## src/hw/tpw_consts.svh

```systemverilog
// timer pwm constants: register offsets, field positions, reset values, fixed tops
// assumes inclusion from the timer module and the test bench only
`ifndef TPW_CONSTS_SVH
`define TPW_CONSTS_SVH
`define TPW_OFS_CTRL      8'h00
`define TPW_OFS_CAP_TOP   8'h04
`define TPW_OFS_CMP_A     8'h08
`define TPW_OFS_CMP_B     8'h0c
`define TPW_OFS_COUNT     8'h10
`define TPW_OFS_STATUS    8'h14
`define TPW_OFS_PINS      8'h18
`define TPW_CTRL_WGM_LSB  0
`define TPW_CTRL_PRE_LSB  4
`define TPW_CTRL_COMA_LSB 8
`define TPW_CTRL_COMB_LSB 10
`define TPW_CTRL_DIRA_BIT 12
`define TPW_CTRL_DIRB_BIT 13
`define TPW_ST_OVF_BIT    0
`define TPW_ST_CMPA_BIT   1
`define TPW_ST_CMPB_BIT   2
`define TPW_ST_CAP_BIT    3
`define TPW_RST_WORD      16'h0000
`define TPW_TOP8          16'h00ff
`define TPW_TOP9          16'h01ff
`define TPW_TOP10         16'h03ff
`define TPW_MAX           16'hffff
`define TPW_DIV8          10'h007
`define TPW_DIV64         10'h03f
`define TPW_DIV256        10'h0ff
`define TPW_DIV1024       10'h3ff
`endif

```

## src/hw/tpw_pkg.sv

```systemverilog
// timer pwm types: mode codes and the block state
// assumes the constants header sits beside it
package tpw_pkg;
  typedef enum logic [3:0] {
    TPW_WGM_NORMAL = 4'h0, TPW_WGM_PC8 = 4'h1, TPW_WGM_PC9 = 4'h2, TPW_WGM_PC10 = 4'h3,
    TPW_WGM_CTC_A = 4'h4, TPW_WGM_FP8 = 4'h5, TPW_WGM_FP9 = 4'h6, TPW_WGM_FP10 = 4'h7,
    TPW_WGM_PF_CAP = 4'h8, TPW_WGM_PF_A = 4'h9, TPW_WGM_PC_CAP = 4'ha, TPW_WGM_PC_A = 4'hb,
    TPW_WGM_CTC_CAP = 4'hc, TPW_WGM_RSV = 4'hd, TPW_WGM_FP_CAP = 4'he, TPW_WGM_FP_A = 4'hf
  } tpw_wgm_type;

  typedef struct packed {
    logic [15:0] counter_value;
    logic        count_down;
    logic [9:0]  prescale_count;
    logic [3:0]  waveform_mode_select;
    logic [2:0]  prescale_select;
    logic [1:0]  channel_a_output_mode;
    logic [1:0]  channel_b_output_mode;
    logic [1:0]  pin_direction_bit;
    logic [15:0] capture_top_value;
    logic [15:0] cmp_a_buf;
    logic [15:0] cmp_b_buf;
    logic [15:0] channel_a_compare_value;
    logic [15:0] channel_b_compare_value;
    logic        overflow_flag;
    logic [1:0]  compare_match_flag;
    logic        capture_flag;
    logic [1:0]  compare_output;
    logic        ph_write;
    logic [7:0]  ph_addr;
    logic [31:0] hrdata;
  } tpw_state_type;
endpackage

```

## src/hw/tpw_timer.sv

```systemverilog
// 16-bit timer waveform generator: fast pwm and phase correct pwm, ahb-lite register slave
// assumes a single ahb-lite master, word accesses only, one clock CLOCK
//
// Decided for this implementation: register access over AHB-Lite and the address map.
`timescale 1ns/1ps
`include "tpw_consts.svh"

module tpw_timer
  import tpw_pkg::*;
(
  // clock and reset
  input  wire logic        CLOCK,
  input  wire logic        RST_N,
  // ahb-lite slave
  input  wire logic        HSEL,
  input  wire logic [31:0] HADDR,
  input  wire logic [1:0]  HTRANS,
  input  wire logic        HWRITE,
  input  wire logic [2:0]  HSIZE,
  input  wire logic [31:0] HWDATA,
  input  wire logic        HREADY,
  output logic      [31:0] HRDATA,
  output logic             HREADYOUT,
  output logic             HRESP,
  // general port function and pins
  input  wire logic [1:0]  PORT_OUT,
  output logic      [1:0]  PIN_OUT,
  output logic      [1:0]  PIN_OE
);
  logic          rst_meta_q;
  logic          rst_sync_q;
  tpw_state_type s_q;
  tpw_state_type s_d;

  always_ff @(posedge CLOCK or negedge RST_N) begin
    if (!RST_N) begin
      rst_meta_q <= 1'b0;
      rst_sync_q <= 1'b0;
    end else begin
      rst_meta_q <= 1'b1;
      rst_sync_q <= rst_meta_q;
    end
  end

  // decoded mode
  logic        fast_mode;
  logic        pc_mode;
  logic        top_is_cap;
  logic        top_is_a;
  logic        fixed_top;
  logic [15:0] top_value;
  logic [15:0] fixed_mask;
  logic        tick;
  logic [9:0]  div_limit;
  logic        at_top;
  logic        at_bottom;
  logic        pc_down;
  logic [1:0]  match;
  logic [1:0]  comp_mode [2];
  logic [15:0] comp_val [2];
  logic        addr_phase;
  logic [15:0] wmask;
  logic [15:0] wr_cmp;

  always_comb begin
    fast_mode  = 1'b0;
    pc_mode    = 1'b0;
    top_is_cap = 1'b0;
    top_is_a   = 1'b0;
    fixed_top  = 1'b0;
    top_value  = `TPW_MAX;
    fixed_mask = `TPW_MAX;
    unique case (tpw_wgm_type'(s_q.waveform_mode_select))
      TPW_WGM_FP8, TPW_WGM_PC8: begin
        top_value  = `TPW_TOP8;
        fixed_mask = `TPW_TOP8;
        fixed_top  = 1'b1;
      end
      TPW_WGM_FP9, TPW_WGM_PC9: begin
        top_value  = `TPW_TOP9;
        fixed_mask = `TPW_TOP9;
        fixed_top  = 1'b1;
      end
      TPW_WGM_FP10, TPW_WGM_PC10: begin
        top_value  = `TPW_TOP10;
        fixed_mask = `TPW_TOP10;
        fixed_top  = 1'b1;
      end
      TPW_WGM_FP_CAP, TPW_WGM_PC_CAP, TPW_WGM_PF_CAP, TPW_WGM_CTC_CAP: begin
        top_value  = s_q.capture_top_value; // unbuffered, read live
        top_is_cap = 1'b1;
      end
      TPW_WGM_FP_A, TPW_WGM_PC_A, TPW_WGM_PF_A, TPW_WGM_CTC_A: begin
        top_value = s_q.channel_a_compare_value;
        top_is_a  = 1'b1;
      end
      TPW_WGM_NORMAL, TPW_WGM_RSV: begin
        top_value = `TPW_MAX;
      end
    endcase
    unique case (tpw_wgm_type'(s_q.waveform_mode_select))
      TPW_WGM_FP8, TPW_WGM_FP9, TPW_WGM_FP10, TPW_WGM_FP_CAP, TPW_WGM_FP_A: fast_mode = 1'b1;
      TPW_WGM_PC8, TPW_WGM_PC9, TPW_WGM_PC10, TPW_WGM_PC_CAP, TPW_WGM_PC_A: pc_mode = 1'b1;
      default: begin
        fast_mode = 1'b0;
        pc_mode   = 1'b0;
      end
    endcase
    unique case (s_q.prescale_select)
      3'h1:    div_limit = 10'h000;
      3'h2:    div_limit = `TPW_DIV8;
      3'h3:    div_limit = `TPW_DIV64;
      3'h4:    div_limit = `TPW_DIV256;
      3'h5:    div_limit = `TPW_DIV1024;
      default: div_limit = 10'h000;
    endcase
    tick      = (s_q.prescale_select inside {3'h1, 3'h2, 3'h3, 3'h4, 3'h5}) &&
                ((s_q.prescale_count & div_limit) == div_limit);
    at_top    = (s_q.counter_value == top_value);
    at_bottom = (s_q.counter_value == 16'h0000);
    // turning points act as the slope they start, so compare at bottom or top gives a flat level
    pc_down   = at_top || (s_q.count_down && !at_bottom);
    comp_mode[0] = s_q.channel_a_output_mode;
    comp_mode[1] = s_q.channel_b_output_mode;
    comp_val[0]  = s_q.channel_a_compare_value;
    comp_val[1]  = s_q.channel_b_compare_value;
    for (int i = 0; i < 2; i++) begin
      match[i] = (s_q.counter_value == comp_val[i]);
    end
    addr_phase = HSEL && HREADY && HTRANS[1];
    wmask      = fixed_top ? fixed_mask : `TPW_MAX;
    wr_cmp     = HWDATA[15:0] & wmask;
  end

  always_comb begin
    s_d = s_q;
    // ahb-lite: zero wait states, always okay; address latched for the data phase
    s_d.ph_write = addr_phase && HWRITE;
    s_d.ph_addr  = HADDR[7:0];
    if (addr_phase && !HWRITE) begin
      unique case (HADDR[7:0])
        `TPW_OFS_CTRL:    s_d.hrdata = {18'h00000, s_q.pin_direction_bit, s_q.channel_b_output_mode,
                                        s_q.channel_a_output_mode, 1'b0, s_q.prescale_select,
                                        s_q.waveform_mode_select};
        `TPW_OFS_CAP_TOP: s_d.hrdata = {16'h0000, s_q.capture_top_value};
        `TPW_OFS_CMP_A:   s_d.hrdata = {16'h0000, s_q.cmp_a_buf};
        `TPW_OFS_CMP_B:   s_d.hrdata = {16'h0000, s_q.cmp_b_buf};
        `TPW_OFS_COUNT:   s_d.hrdata = {15'h0000, s_q.count_down, s_q.counter_value};
        `TPW_OFS_STATUS:  s_d.hrdata = {28'h0000000, s_q.capture_flag, s_q.compare_match_flag,
                                        s_q.overflow_flag};
        `TPW_OFS_PINS:    s_d.hrdata = {30'h00000000, s_q.compare_output};
        default:          s_d.hrdata = 32'h00000000;
      endcase
    end

    // write one to clear comes first, so a hardware set in the same cycle wins
    if (s_q.ph_write && s_q.ph_addr == `TPW_OFS_STATUS) begin
      if (HWDATA[`TPW_ST_OVF_BIT]) begin
        s_d.overflow_flag = 1'b0;
      end
      for (int i = 0; i < 2; i++) begin
        if (HWDATA[`TPW_ST_CMPA_BIT + i]) begin
          s_d.compare_match_flag[i] = 1'b0;
        end
      end
      if (HWDATA[`TPW_ST_CAP_BIT]) begin
        s_d.capture_flag = 1'b0;
      end
    end

    // prescaler free-runs: a new divisor never waits for a full wrap before its first tick
    s_d.prescale_count = 10'(s_q.prescale_count + 10'h001);
    if (tick) begin
      if (fast_mode) begin
        // clear only on an exact top match, else wrap past 0xffff
        s_d.count_down    = 1'b0;
        s_d.counter_value = at_top ? 16'h0000 : 16'(s_q.counter_value + 16'h0001);
      end else if (pc_mode) begin
        // one cycle at top, then down; turn at bottom
        if (at_top && !s_q.count_down) begin
          s_d.count_down    = 1'b1;
          s_d.counter_value = 16'(s_q.counter_value - 16'h0001);
        end else if (s_q.count_down && at_bottom) begin
          s_d.count_down    = 1'b0;
          s_d.counter_value = 16'h0001;
        end else if (s_q.count_down) begin
          s_d.counter_value = 16'(s_q.counter_value - 16'h0001);
        end else begin
          s_d.counter_value = 16'(s_q.counter_value + 16'h0001);
        end
      end else begin
        s_d.count_down    = 1'b0;
        s_d.counter_value = 16'(s_q.counter_value + 16'h0001);
      end

      // buffer loads at top in both modes
      if ((fast_mode || (pc_mode && !s_q.count_down)) && at_top) begin
        s_d.channel_a_compare_value = s_q.cmp_a_buf;
        s_d.channel_b_compare_value = s_q.cmp_b_buf;
      end

      // flags: these sets land after the software clear above, so a set wins
      if (fast_mode && at_top) begin
        s_d.overflow_flag = 1'b1;
      end
      if (pc_mode && at_bottom && s_q.count_down) begin
        s_d.overflow_flag = 1'b1;
      end
      if ((fast_mode || (pc_mode && !s_q.count_down)) && at_top && top_is_cap) begin
        s_d.capture_flag = 1'b1;
      end

      // compare outputs
      for (int i = 0; i < 2; i++) begin
        if (match[i]) begin
          s_d.compare_match_flag[i] = 1'b1; // top-a match sets flag a
        end
        if (fast_mode) begin
          if (i == 0 && comp_mode[i] == 2'h1 && top_is_a && match[i]) begin
            s_d.compare_output[i] = !s_q.compare_output[i];
          end else if (comp_mode[i][1]) begin
            // match wins at top so compare equal to top gives a constant level
            if (match[i]) begin
              s_d.compare_output[i] = !comp_mode[i][0];
            end else if (at_top) begin
              s_d.compare_output[i] = comp_mode[i][0];
            end
          end
        end else if (pc_mode) begin
          if (i == 0 && comp_mode[i] == 2'h1 && top_is_a && match[i]) begin
            s_d.compare_output[i] = !s_q.compare_output[i];
          end else if (comp_mode[i][1] && match[i]) begin
            // non-inverting clears rising and sets falling; top counts as falling
            s_d.compare_output[i] = pc_down ^ comp_mode[i][0];
          end
        end
        // mode zero leaves the output register untouched
      end
    end

    // ahb-lite write data phase
    if (s_q.ph_write) begin
      unique case (s_q.ph_addr)
        `TPW_OFS_CTRL: begin
          s_d.waveform_mode_select  = HWDATA[`TPW_CTRL_WGM_LSB +: 4];
          s_d.prescale_select       = HWDATA[`TPW_CTRL_PRE_LSB +: 3];
          s_d.channel_a_output_mode = HWDATA[`TPW_CTRL_COMA_LSB +: 2];
          s_d.channel_b_output_mode = HWDATA[`TPW_CTRL_COMB_LSB +: 2];
          s_d.pin_direction_bit     = {HWDATA[`TPW_CTRL_DIRB_BIT], HWDATA[`TPW_CTRL_DIRA_BIT]};
        end
        `TPW_OFS_CAP_TOP: s_d.capture_top_value = HWDATA[15:0];
        `TPW_OFS_CMP_A: begin
          s_d.cmp_a_buf = wr_cmp;
          if (!(fast_mode || pc_mode)) begin
            s_d.channel_a_compare_value = wr_cmp;
          end
        end
        `TPW_OFS_CMP_B: begin
          s_d.cmp_b_buf = wr_cmp;
          if (!(fast_mode || pc_mode)) begin
            s_d.channel_b_compare_value = wr_cmp;
          end
        end
        `TPW_OFS_COUNT: s_d.counter_value = HWDATA[15:0];
        // status clears are handled above; other offsets leave a back-to-back read intact
        default: begin
        end
      endcase
    end
  end

  always_ff @(posedge CLOCK or negedge rst_sync_q) begin
    if (!rst_sync_q) begin
      s_q <= '0; // output registers and all control start at zero
    end else begin
      s_q <= s_d;
    end
  end

  assign HRDATA    = s_q.hrdata;
  assign HREADYOUT = 1'b1;
  assign HRESP     = 1'b0;

  // pin override: mode nonzero selects the compare output, direction gates the driver
  always_comb begin
    for (int i = 0; i < 2; i++) begin
      PIN_OUT[i] = (comp_mode[i] != 2'h0) ? s_q.compare_output[i] : PORT_OUT[i];
      PIN_OE[i]  = s_q.pin_direction_bit[i];
    end
  end

  fast_ovf_a: assert property (@(posedge CLOCK) disable iff (!rst_sync_q)
    (tick && fast_mode && at_top) |=> s_q.overflow_flag && s_q.counter_value == 16'h0000)
    else $error("fast pwm top did not clear counter and set overflow");
  fast_up_a: assert property (@(posedge CLOCK) disable iff (!rst_sync_q)
    (tick && fast_mode && !at_top && !s_q.ph_write) |=> s_q.counter_value == $past(s_q.counter_value) + 16'h0001)
    else $error("fast pwm counter did not step up");
  pc_hold_a: assert property (@(posedge CLOCK) disable iff (!rst_sync_q)
    (tick && pc_mode && at_top && !s_q.count_down && !s_q.ph_write) |=> s_q.count_down)
    else $error("phase correct did not turn at top");
  pc_ovf_a: assert property (@(posedge CLOCK) disable iff (!rst_sync_q)
    (tick && pc_mode && at_bottom && s_q.count_down) |=> s_q.overflow_flag && !s_q.count_down)
    else $error("phase correct bottom missing overflow");
  buf_load_a: assert property (@(posedge CLOCK) disable iff (!rst_sync_q)
    (tick && fast_mode && at_top && !s_q.ph_write) |=> s_q.channel_b_compare_value == $past(s_q.cmp_b_buf))
    else $error("compare buffer not loaded at top");
  cmp_flag_a: assert property (@(posedge CLOCK) disable iff (!rst_sync_q)
    (tick && (fast_mode || pc_mode) && match[1]) |=> s_q.compare_match_flag[1])
    else $error("compare flag not set on match");
  mask_wr_a: assert property (@(posedge CLOCK) disable iff (!rst_sync_q)
    (s_q.ph_write && s_q.ph_addr == `TPW_OFS_CMP_A && fixed_top) |=> (s_q.cmp_a_buf & ~$past(fixed_mask)) == 16'h0000)
    else $error("compare bits above resolution kept");
  pin_oe_a: assert property (@(posedge CLOCK) disable iff (!rst_sync_q)
    !s_q.pin_direction_bit[0] |-> !PIN_OE[0])
    else $error("pin driven without direction bit");
  mode_zero_a: assert property (@(posedge CLOCK) disable iff (!rst_sync_q)
    (s_q.channel_b_output_mode == 2'h0) |=> $stable(s_q.compare_output[1]) || $past(s_q.ph_write))
    else $error("output changed with mode zero");
  // output checks watch channel a, the channel that runs both polarities and the toggle
  fast_set_a: assert property (@(posedge CLOCK) disable iff (!rst_sync_q)
    (tick && fast_mode && match[0] && s_q.channel_a_output_mode == 2'h2) |=> s_q.compare_output[0])
    else $error("non-inverting fast pwm not set on match");
  fast_inv_a: assert property (@(posedge CLOCK) disable iff (!rst_sync_q)
    (tick && fast_mode && match[0] && s_q.channel_a_output_mode == 2'h3) |=> !s_q.compare_output[0])
    else $error("inverting fast pwm not cleared on match");
  fast_clr_a: assert property (@(posedge CLOCK) disable iff (!rst_sync_q)
    (tick && fast_mode && at_top && !match[0] && s_q.channel_a_output_mode == 2'h2) |=> !s_q.compare_output[0])
    else $error("non-inverting fast pwm not cleared at top");
  cap_flag_a: assert property (@(posedge CLOCK) disable iff (!rst_sync_q)
    (tick && fast_mode && at_top && top_is_cap) |=> s_q.capture_flag)
    else $error("capture-top flag not set at top");
  toggle_out_a: assert property (@(posedge CLOCK) disable iff (!rst_sync_q)
    (tick && (fast_mode || pc_mode) && top_is_a && match[0] && s_q.channel_a_output_mode == 2'h1) |=>
    s_q.compare_output[0] != $past(s_q.compare_output[0]))
    else $error("channel a did not toggle on match");
  pc_up_a: assert property (@(posedge CLOCK) disable iff (!rst_sync_q)
    (tick && pc_mode && !s_q.count_down && !at_top && !s_q.ph_write) |=>
    s_q.counter_value == $past(s_q.counter_value) + 16'h0001)
    else $error("phase correct counter did not step up");
  pc_down_a: assert property (@(posedge CLOCK) disable iff (!rst_sync_q)
    (tick && pc_mode && s_q.count_down && !at_bottom && !s_q.ph_write) |=>
    s_q.counter_value == $past(s_q.counter_value) - 16'h0001)
    else $error("phase correct counter did not step down");
  pc_top_a: assert property (@(posedge CLOCK) disable iff (!rst_sync_q)
    (tick && pc_mode && at_top && match[0] && s_q.channel_a_output_mode == 2'h2) |=> s_q.compare_output[0])
    else $error("phase correct compare at top not high");
  pc_bottom_a: assert property (@(posedge CLOCK) disable iff (!rst_sync_q)
    (tick && pc_mode && at_bottom && match[0] && s_q.channel_a_output_mode == 2'h2) |=> !s_q.compare_output[0])
    else $error("phase correct compare at bottom not low");
  pc_buf_a: assert property (@(posedge CLOCK) disable iff (!rst_sync_q)
    (tick && pc_mode && at_top && !s_q.count_down && !s_q.ph_write) |=>
    s_q.channel_b_compare_value == $past(s_q.cmp_b_buf))
    else $error("phase correct buffer not loaded at top");
  count_hold_a: assert property (@(posedge CLOCK) disable iff (!rst_sync_q)
    (!tick && !s_q.ph_write) |=> $stable(s_q.counter_value))
    else $error("counter moved without a timer tick");
  flag_hold_a: assert property (@(posedge CLOCK) disable iff (!rst_sync_q)
    (s_q.overflow_flag && !(s_q.ph_write && s_q.ph_addr == `TPW_OFS_STATUS)) |=> s_q.overflow_flag)
    else $error("overflow flag dropped without a clear");
endmodule

```

## config.mk

```make
export PLATFORM = sky130hd
export DESIGN_NAME = tpw_timer
export DESIGN_NICKNAME = d
export VERILOG_FILES = /design/src/hw/tpw_pkg.sv /design/src/hw/tpw_timer.sv
export VERILOG_INCLUDE_DIRS = /design/src /design/src/hw
export SDC_FILE = /design/constraint.sdc
export NUM_CORES = 1
export LEC_CHECK = 0
export BUFFER_PORTS_ARGS = -buffer_cell sky130_fd_sc_hd__buf_2
export CORE_MARGIN = 5
export CORE_UTILIZATION = 30
export DETAILED_ROUTE_END_ITERATION = 16
export GPL_ROUTABILITY_DRIVEN = 1
export GPL_TIMING_DRIVEN = 1
export RECOVER_POWER = 100
export SYNTH_ARGS = -nofsm -noshare
export SYNTH_HDL_FRONTEND = slang
export SYNTH_SLANG_ARGS = --single-unit
```

## constraint.sdc

```tcl
create_clock -name CLOCK -period 5.6 [get_ports CLOCK]
set_input_delay 1.12 -clock CLOCK [delete_from_list [all_inputs] [get_ports CLOCK]]
set_output_delay 1.12 -clock CLOCK [all_outputs]
set_load 0.02 [all_outputs]
```

Word-level counts from Yosys, hierarchy flattened
Cells that the tools add are included.
{"block": "word_totals", "reg_bits": 169, "output_inout_bits": 38}
{"block": "op_classes", "add_sub_neg": 3, "n_eq_ne": 41, "muxes": 53, "n_bitwise": 4, "n_reduce_logical": 54}
{"op": "$mux W16", "n": 10}
{"op": "$pmux W17 S7", "n": 1}
{"op": "$pmux W16 S6", "n": 1}
{"op": "$mux W17", "n": 4}
{"op": "$mux W32", "n": 2}
{"op": "$eq A16 B16 Y1", "n": 3}
{"op": "$pmux W16 S3", "n": 1}
{"op": "$eq A8 B5 Y1 const B", "n": 5}
{"op": "$pmux W10 S4", "n": 1}
{"op": "$mux W38", "n": 1}
{"op": "$eq A4 B4 Y1 const B", "n": 8}
{"op": "$eq A8 B4 Y1 const B", "n": 4}
{"op": "$mux W1", "n": 31}
{"op": "$logic_and A1 B1 Y1", "n": 19}
{"op": "$add A16 B1 Y16 const B", "n": 1}
{"op": "$and A16 B16 Y16", "n": 1}
{"op": "$eq A4 B3 Y1 const B", "n": 4}
{"op": "$eq A8 B3 Y1 const B", "n": 2}
{"op": "$logic_not A16 Y1", "n": 1}
{"op": "$logic_not A8 Y1", "n": 2}
{"op": "$sub A16 B1 Y16 const B", "n": 1}
{"op": "$add A10 B1 Y10 const B", "n": 1}
{"op": "$and A10 B10 Y10", "n": 1}
{"op": "$eq A10 B10 Y1", "n": 1}
{"op": "other kinds (25)", "n": 49}

Logic depth before layout (Yosys ltp)
{"block": "depth", "depth_word": 14, "depth_mapped": 15, "mapped_depth_nobuf": 11}

Worst setup path before layout
Ideal clock, no wire load.
{"block": "synth_path", "path_type": "input -> register", "startpoint": "in HADDR[5]", "endpoint": "reg s_q, in the netlist HRDATA[8]", "setup_ns": 0.064, "t_arrival_ns": 2.760, "slack_ns": 2.775, "stages": 7, "n_path_buf": 1, "path_cell_list": "nor3_1 > nand2_1 > nor3_1 > clkbuf_1 > a22oi_1 > a21oi_1 > a21o_1"}
{"block": "synth_between", "elab_chain_len": 2, "elab_cells_between_ends": 8, "classes_between": "eq/ne: 6; mux: 1; reduce/logical: 1"}
{"element": "start, declared", "line": "tpw_timer.sv:16", "rtl": "input wire logic [31:0] HADDR,"}
{"element": "$eq A8 B5 Y1 (tied with other cells)", "line": "tpw_timer.sv:141", "rtl": "unique case (HADDR[7:0])"}
{"element": "$pmux W17 S7 *", "line": "tpw_timer.sv:141"}
{"element": "end signal, assigned", "line": "tpw_timer.sv:274", "rtl": "s_q <= '0;"}
{"element": "end signal, assigned", "line": "tpw_timer.sv:276", "rtl": "s_q <= s_d;"}
{"element": "end, declared", "line": "tpw_timer.sv:32", "rtl": "tpw_state_type s_q;"}
Every way passes the cells marked *; elsewhere a longest branch is shown, timed or not.
A chain may end at the register's enable or synchronous reset.

==> metrics.cfg <==
[detailed_routing]
drcViolationCount = 0
drtPass1Iterations = 5
drt-vias-per-instance = 5.583
drt-total-wl_mm = 28.48
top_layer_used = met4
antenna_left = 0
dr_wl_met3_mm = 1.958
drt-wirelength-per-cell_um = 20.18
vias = 7877
routed-wl-met2_mm = 12.96
wl_met1_mm = 12.78
drt_iter0_markers = 713

[worst_setup_path]
endpoint_kind = flop
r2r-start = s_q[138]
critPathMaxFanout = 33
rrSetupSlack_ns = 0.95
path_cells = nor2b_1 > nand3_1 > a21oi_1 > o311ai_0 > a2111oi_0 > and4_1 > nand3_2 > buf_4 > mux2i_1 > o21ai_0
critical_path_buf_inv_count = 1
crit_path_top_delay_cell = a2111oi_0
ff2ff_path_depth = 10
rr_endpoint = comp_val[1]
cp-start-kind = flop
cp.depth = 10
critPathLaunch = s_q[138]
slowest_delay_ns = 0.91
cp.arrival_ns = 4.98
cp_data_required_time_ns = 5.93
crit_end = comp_val[1]
crit_family = simple AND/OR/NAND/NOR gates
critPathKind = flop to flop

[synthesis]
yosysWarnings = 0
ys_types = 78
syn_area_um2 = 9276
synth_top_area_share = 0.4154
ys_ff_latch = 154
synth_top_area_cell = dfrtp_1
synth_edf_count = 0
synthFlopType = dfrtp_1
ys_seq_area_frac = 0.4154
synthArstFlopShare = 1.000
synth_area_per_cell_um2 = 9.304
synthTopCellsByArea = dfrtp_1 42%, o21ai_0 5.4%, mux2_2 5.1%, nand2_1 4.8%, mux2i_1 4.5%
synth_cells = 997

[sta]
rsz0062_at_grt = false
maxSlewViolCount = 166
finalHoldViolations = 0
min_period_ns = 4.653
tightestPinTransition_ns = 2.686
fmax_ghz = 0.2149
slew_headroom = -0.8042
finalClockSkew_ns = 0.02645
period_share = 0.8309
fin_ws_ns = 0.9471
setup_viol = 0
tns_ns = 0

[placement]
dp.final_hpwl_mm = 19.54
gp_congestion = 0.9359
place_ws_ns = 1.337
portBuffers = 52

[clocking]
clock_path_buffers = 2
clock_latency_ns = 0.44
cts.sinks = 154
cts_resized = 0
h-tree-depth = 4
cts_buffers = 17
postCtsSetupBuffers = 0
cts_root_buf = clkbuf_16
cts_tree = done
clk_pin_slew_ns = 0.07
hold_buffers = 0

[final_layout]
diodes = 0
num-nets-final = 1083
final_layout_size_suffix_gt1_frac = 0.1409
syn2layout_area_growth_pct = 10.01
final_common_cell = dfrtp_1
layout_common_cells = 154 x dfrtp_1, 119 x nand2_1, 106 x o21ai_0, 54 x nor2_1

[outcome]
outcome = complete, but fails checks
violations = max-capacitance violations, max-slew violations

[worst_hold_path]
min_path_type = flop to flop

[floorplan]
start_util = 0.3033
die_y_um = 185.8
coreArea_um2 = 30590
io_pins = 114
die_x_um = 185.8
dieArea_um2 = 34540
placementRows = 64

[pwr]
powerDensity_nw_per_um2 = 302.6
static-leakage-power_nw = 4.290
peakVddDrop_v = 0.0002235

[global_routing]
grt_pass1_wl_mm = 44.48
antenna_found_initial = 0
grt_pass1_vias = 7641
grt_max_degree = 57
global_route.overflow_total = 0
track_usage = 0.1651

[run]
cap_violations = 5

-- logic make-up (layout without fill, tap and decap cells) --
logic type / count (synthesis) / count (layout) / synth area share
adder cells (fa/ha/maj): 5 / 5 / 0.006744
multiplexers: 84 / 84 / 0.09630
buffers and inverters: 127 / 129 / 0.07715
AND/OR/NAND/NOR: 313 / 313 / 0.1685
flip-flops: 154 / 154 / 0.4154
other: 2 / 18 / 0.0008096
XOR/XNOR: 58 / 58 / 0.05476
AO/OA/AOI/OAI: 254 / 254 / 0.1803
-- layer usage --
layer | vias up | global-route usage
li1 | 3577 | -
met1 | 3917 | 0.2381
met2 | 333 | 0.2563
met3 | 50 | 0.02130
met4 | 0 | 0.05596
met5 | - | 0
-- sequential cells by signal (all words and copies together) (netlist names) --
register,cells
s_q,97
comp_val,32
HRDATA,17
comp_mode,4
PIN_OE,2
rst_meta_q,1
rst_sync_q,1
-- through the flow --
| stage | hold WS, ns | instances | power [W] | util | instance area [µm²] |
|---|---|---|---|---|---|
| global placement | 0.3414 | 1379 | 0.001886 | 0.3169 | 9693 |
| detailed placement | 0.3388 | 1379 | 0.001891 | 0.3169 | 9693 |
| CTS | 0.3511 | 1411 | 0.003095 | 0.3365 | 10290 |
| global route | 0.3553 | 1411 | 0.003204 | 0.3336 | 10200 |
| floorplan | 0.3312 | 1013 | 0.001758 | - | 9336 |
| finish | 0.3495 | 1411 | 0.003088 | 0.3336 | 10200 |
-- layout make-up --
| class | instances | area [µm²] |
|---|---|---|
| clock buffers | 19 | 432.9 |
| clock inverters | 13 | 167.7 |
| fillers | 3130 | 20380 |
| inverters | 23 | 98.84 |
| multi-input cells | 732 | 4782 |
| flip-flops and latches | 154 | 3854 |
| well taps | 396 | 495.5 |
| repair buffers | 74 | 374.1 |
-- synthesized netlist by cell type (3+ instances only) --
master,n
a21o_1,11
a21oi_1,35
a221oi_1,9
a222oi_1,12
a22o_1,4
a22oi_1,15
a31oi_1,10
and3_1,8
and4_1,3
buf_1,3
buf_2,14
buf_4,43
buf_6,5
clkbuf_1,38
dfrtp_1,154
ha_1,5
inv_1,19
mux2_2,42
mux2i_1,42
nand2_1,119
nand2b_1,3
nand3_1,24
nand3b_1,5
nand4_1,10
nor2_1,57
nor2b_1,9
nor3_1,32
nor3b_1,3
nor4_1,12
nor4b_1,5
o211ai_1,6
o21a_1,3
o21ai_0,101
o21ai_1,5
o221ai_1,3
o22ai_1,4
o2bb2ai_1,3
o31ai_1,8
or3_1,5
or4_4,3
xnor2_1,23
xor2_1,35
-- power breakdown --
group | internal (W) | leakage [nW] | switching (W)
registers | 0.00116 | 1.74 | 0.000225
clock network | 0.000708 | 0.294 | 0.000497
logic | 0.000216 | 2.26 | 0.000279
-- worst min path at each step --
| stage | from | to | slack [ns] | cells after the start |
|---|---|---|---|---|
| floorplan | rst_meta_q | rst_sync_q | 0.33 | 0 |
| global placement | rst_meta_q | rst_sync_q | 0.34 | 0 |
| detailed placement | rst_meta_q | rst_sync_q | 0.34 | 0 |
| CTS | rst_meta_q | rst_sync_q | 0.35 | 0 |
| global route | rst_meta_q | rst_sync_q | 0.36 | 0 |
| finish | rst_meta_q | rst_sync_q | 0.35 | 0 |
(Power assumes the default switching activity.)
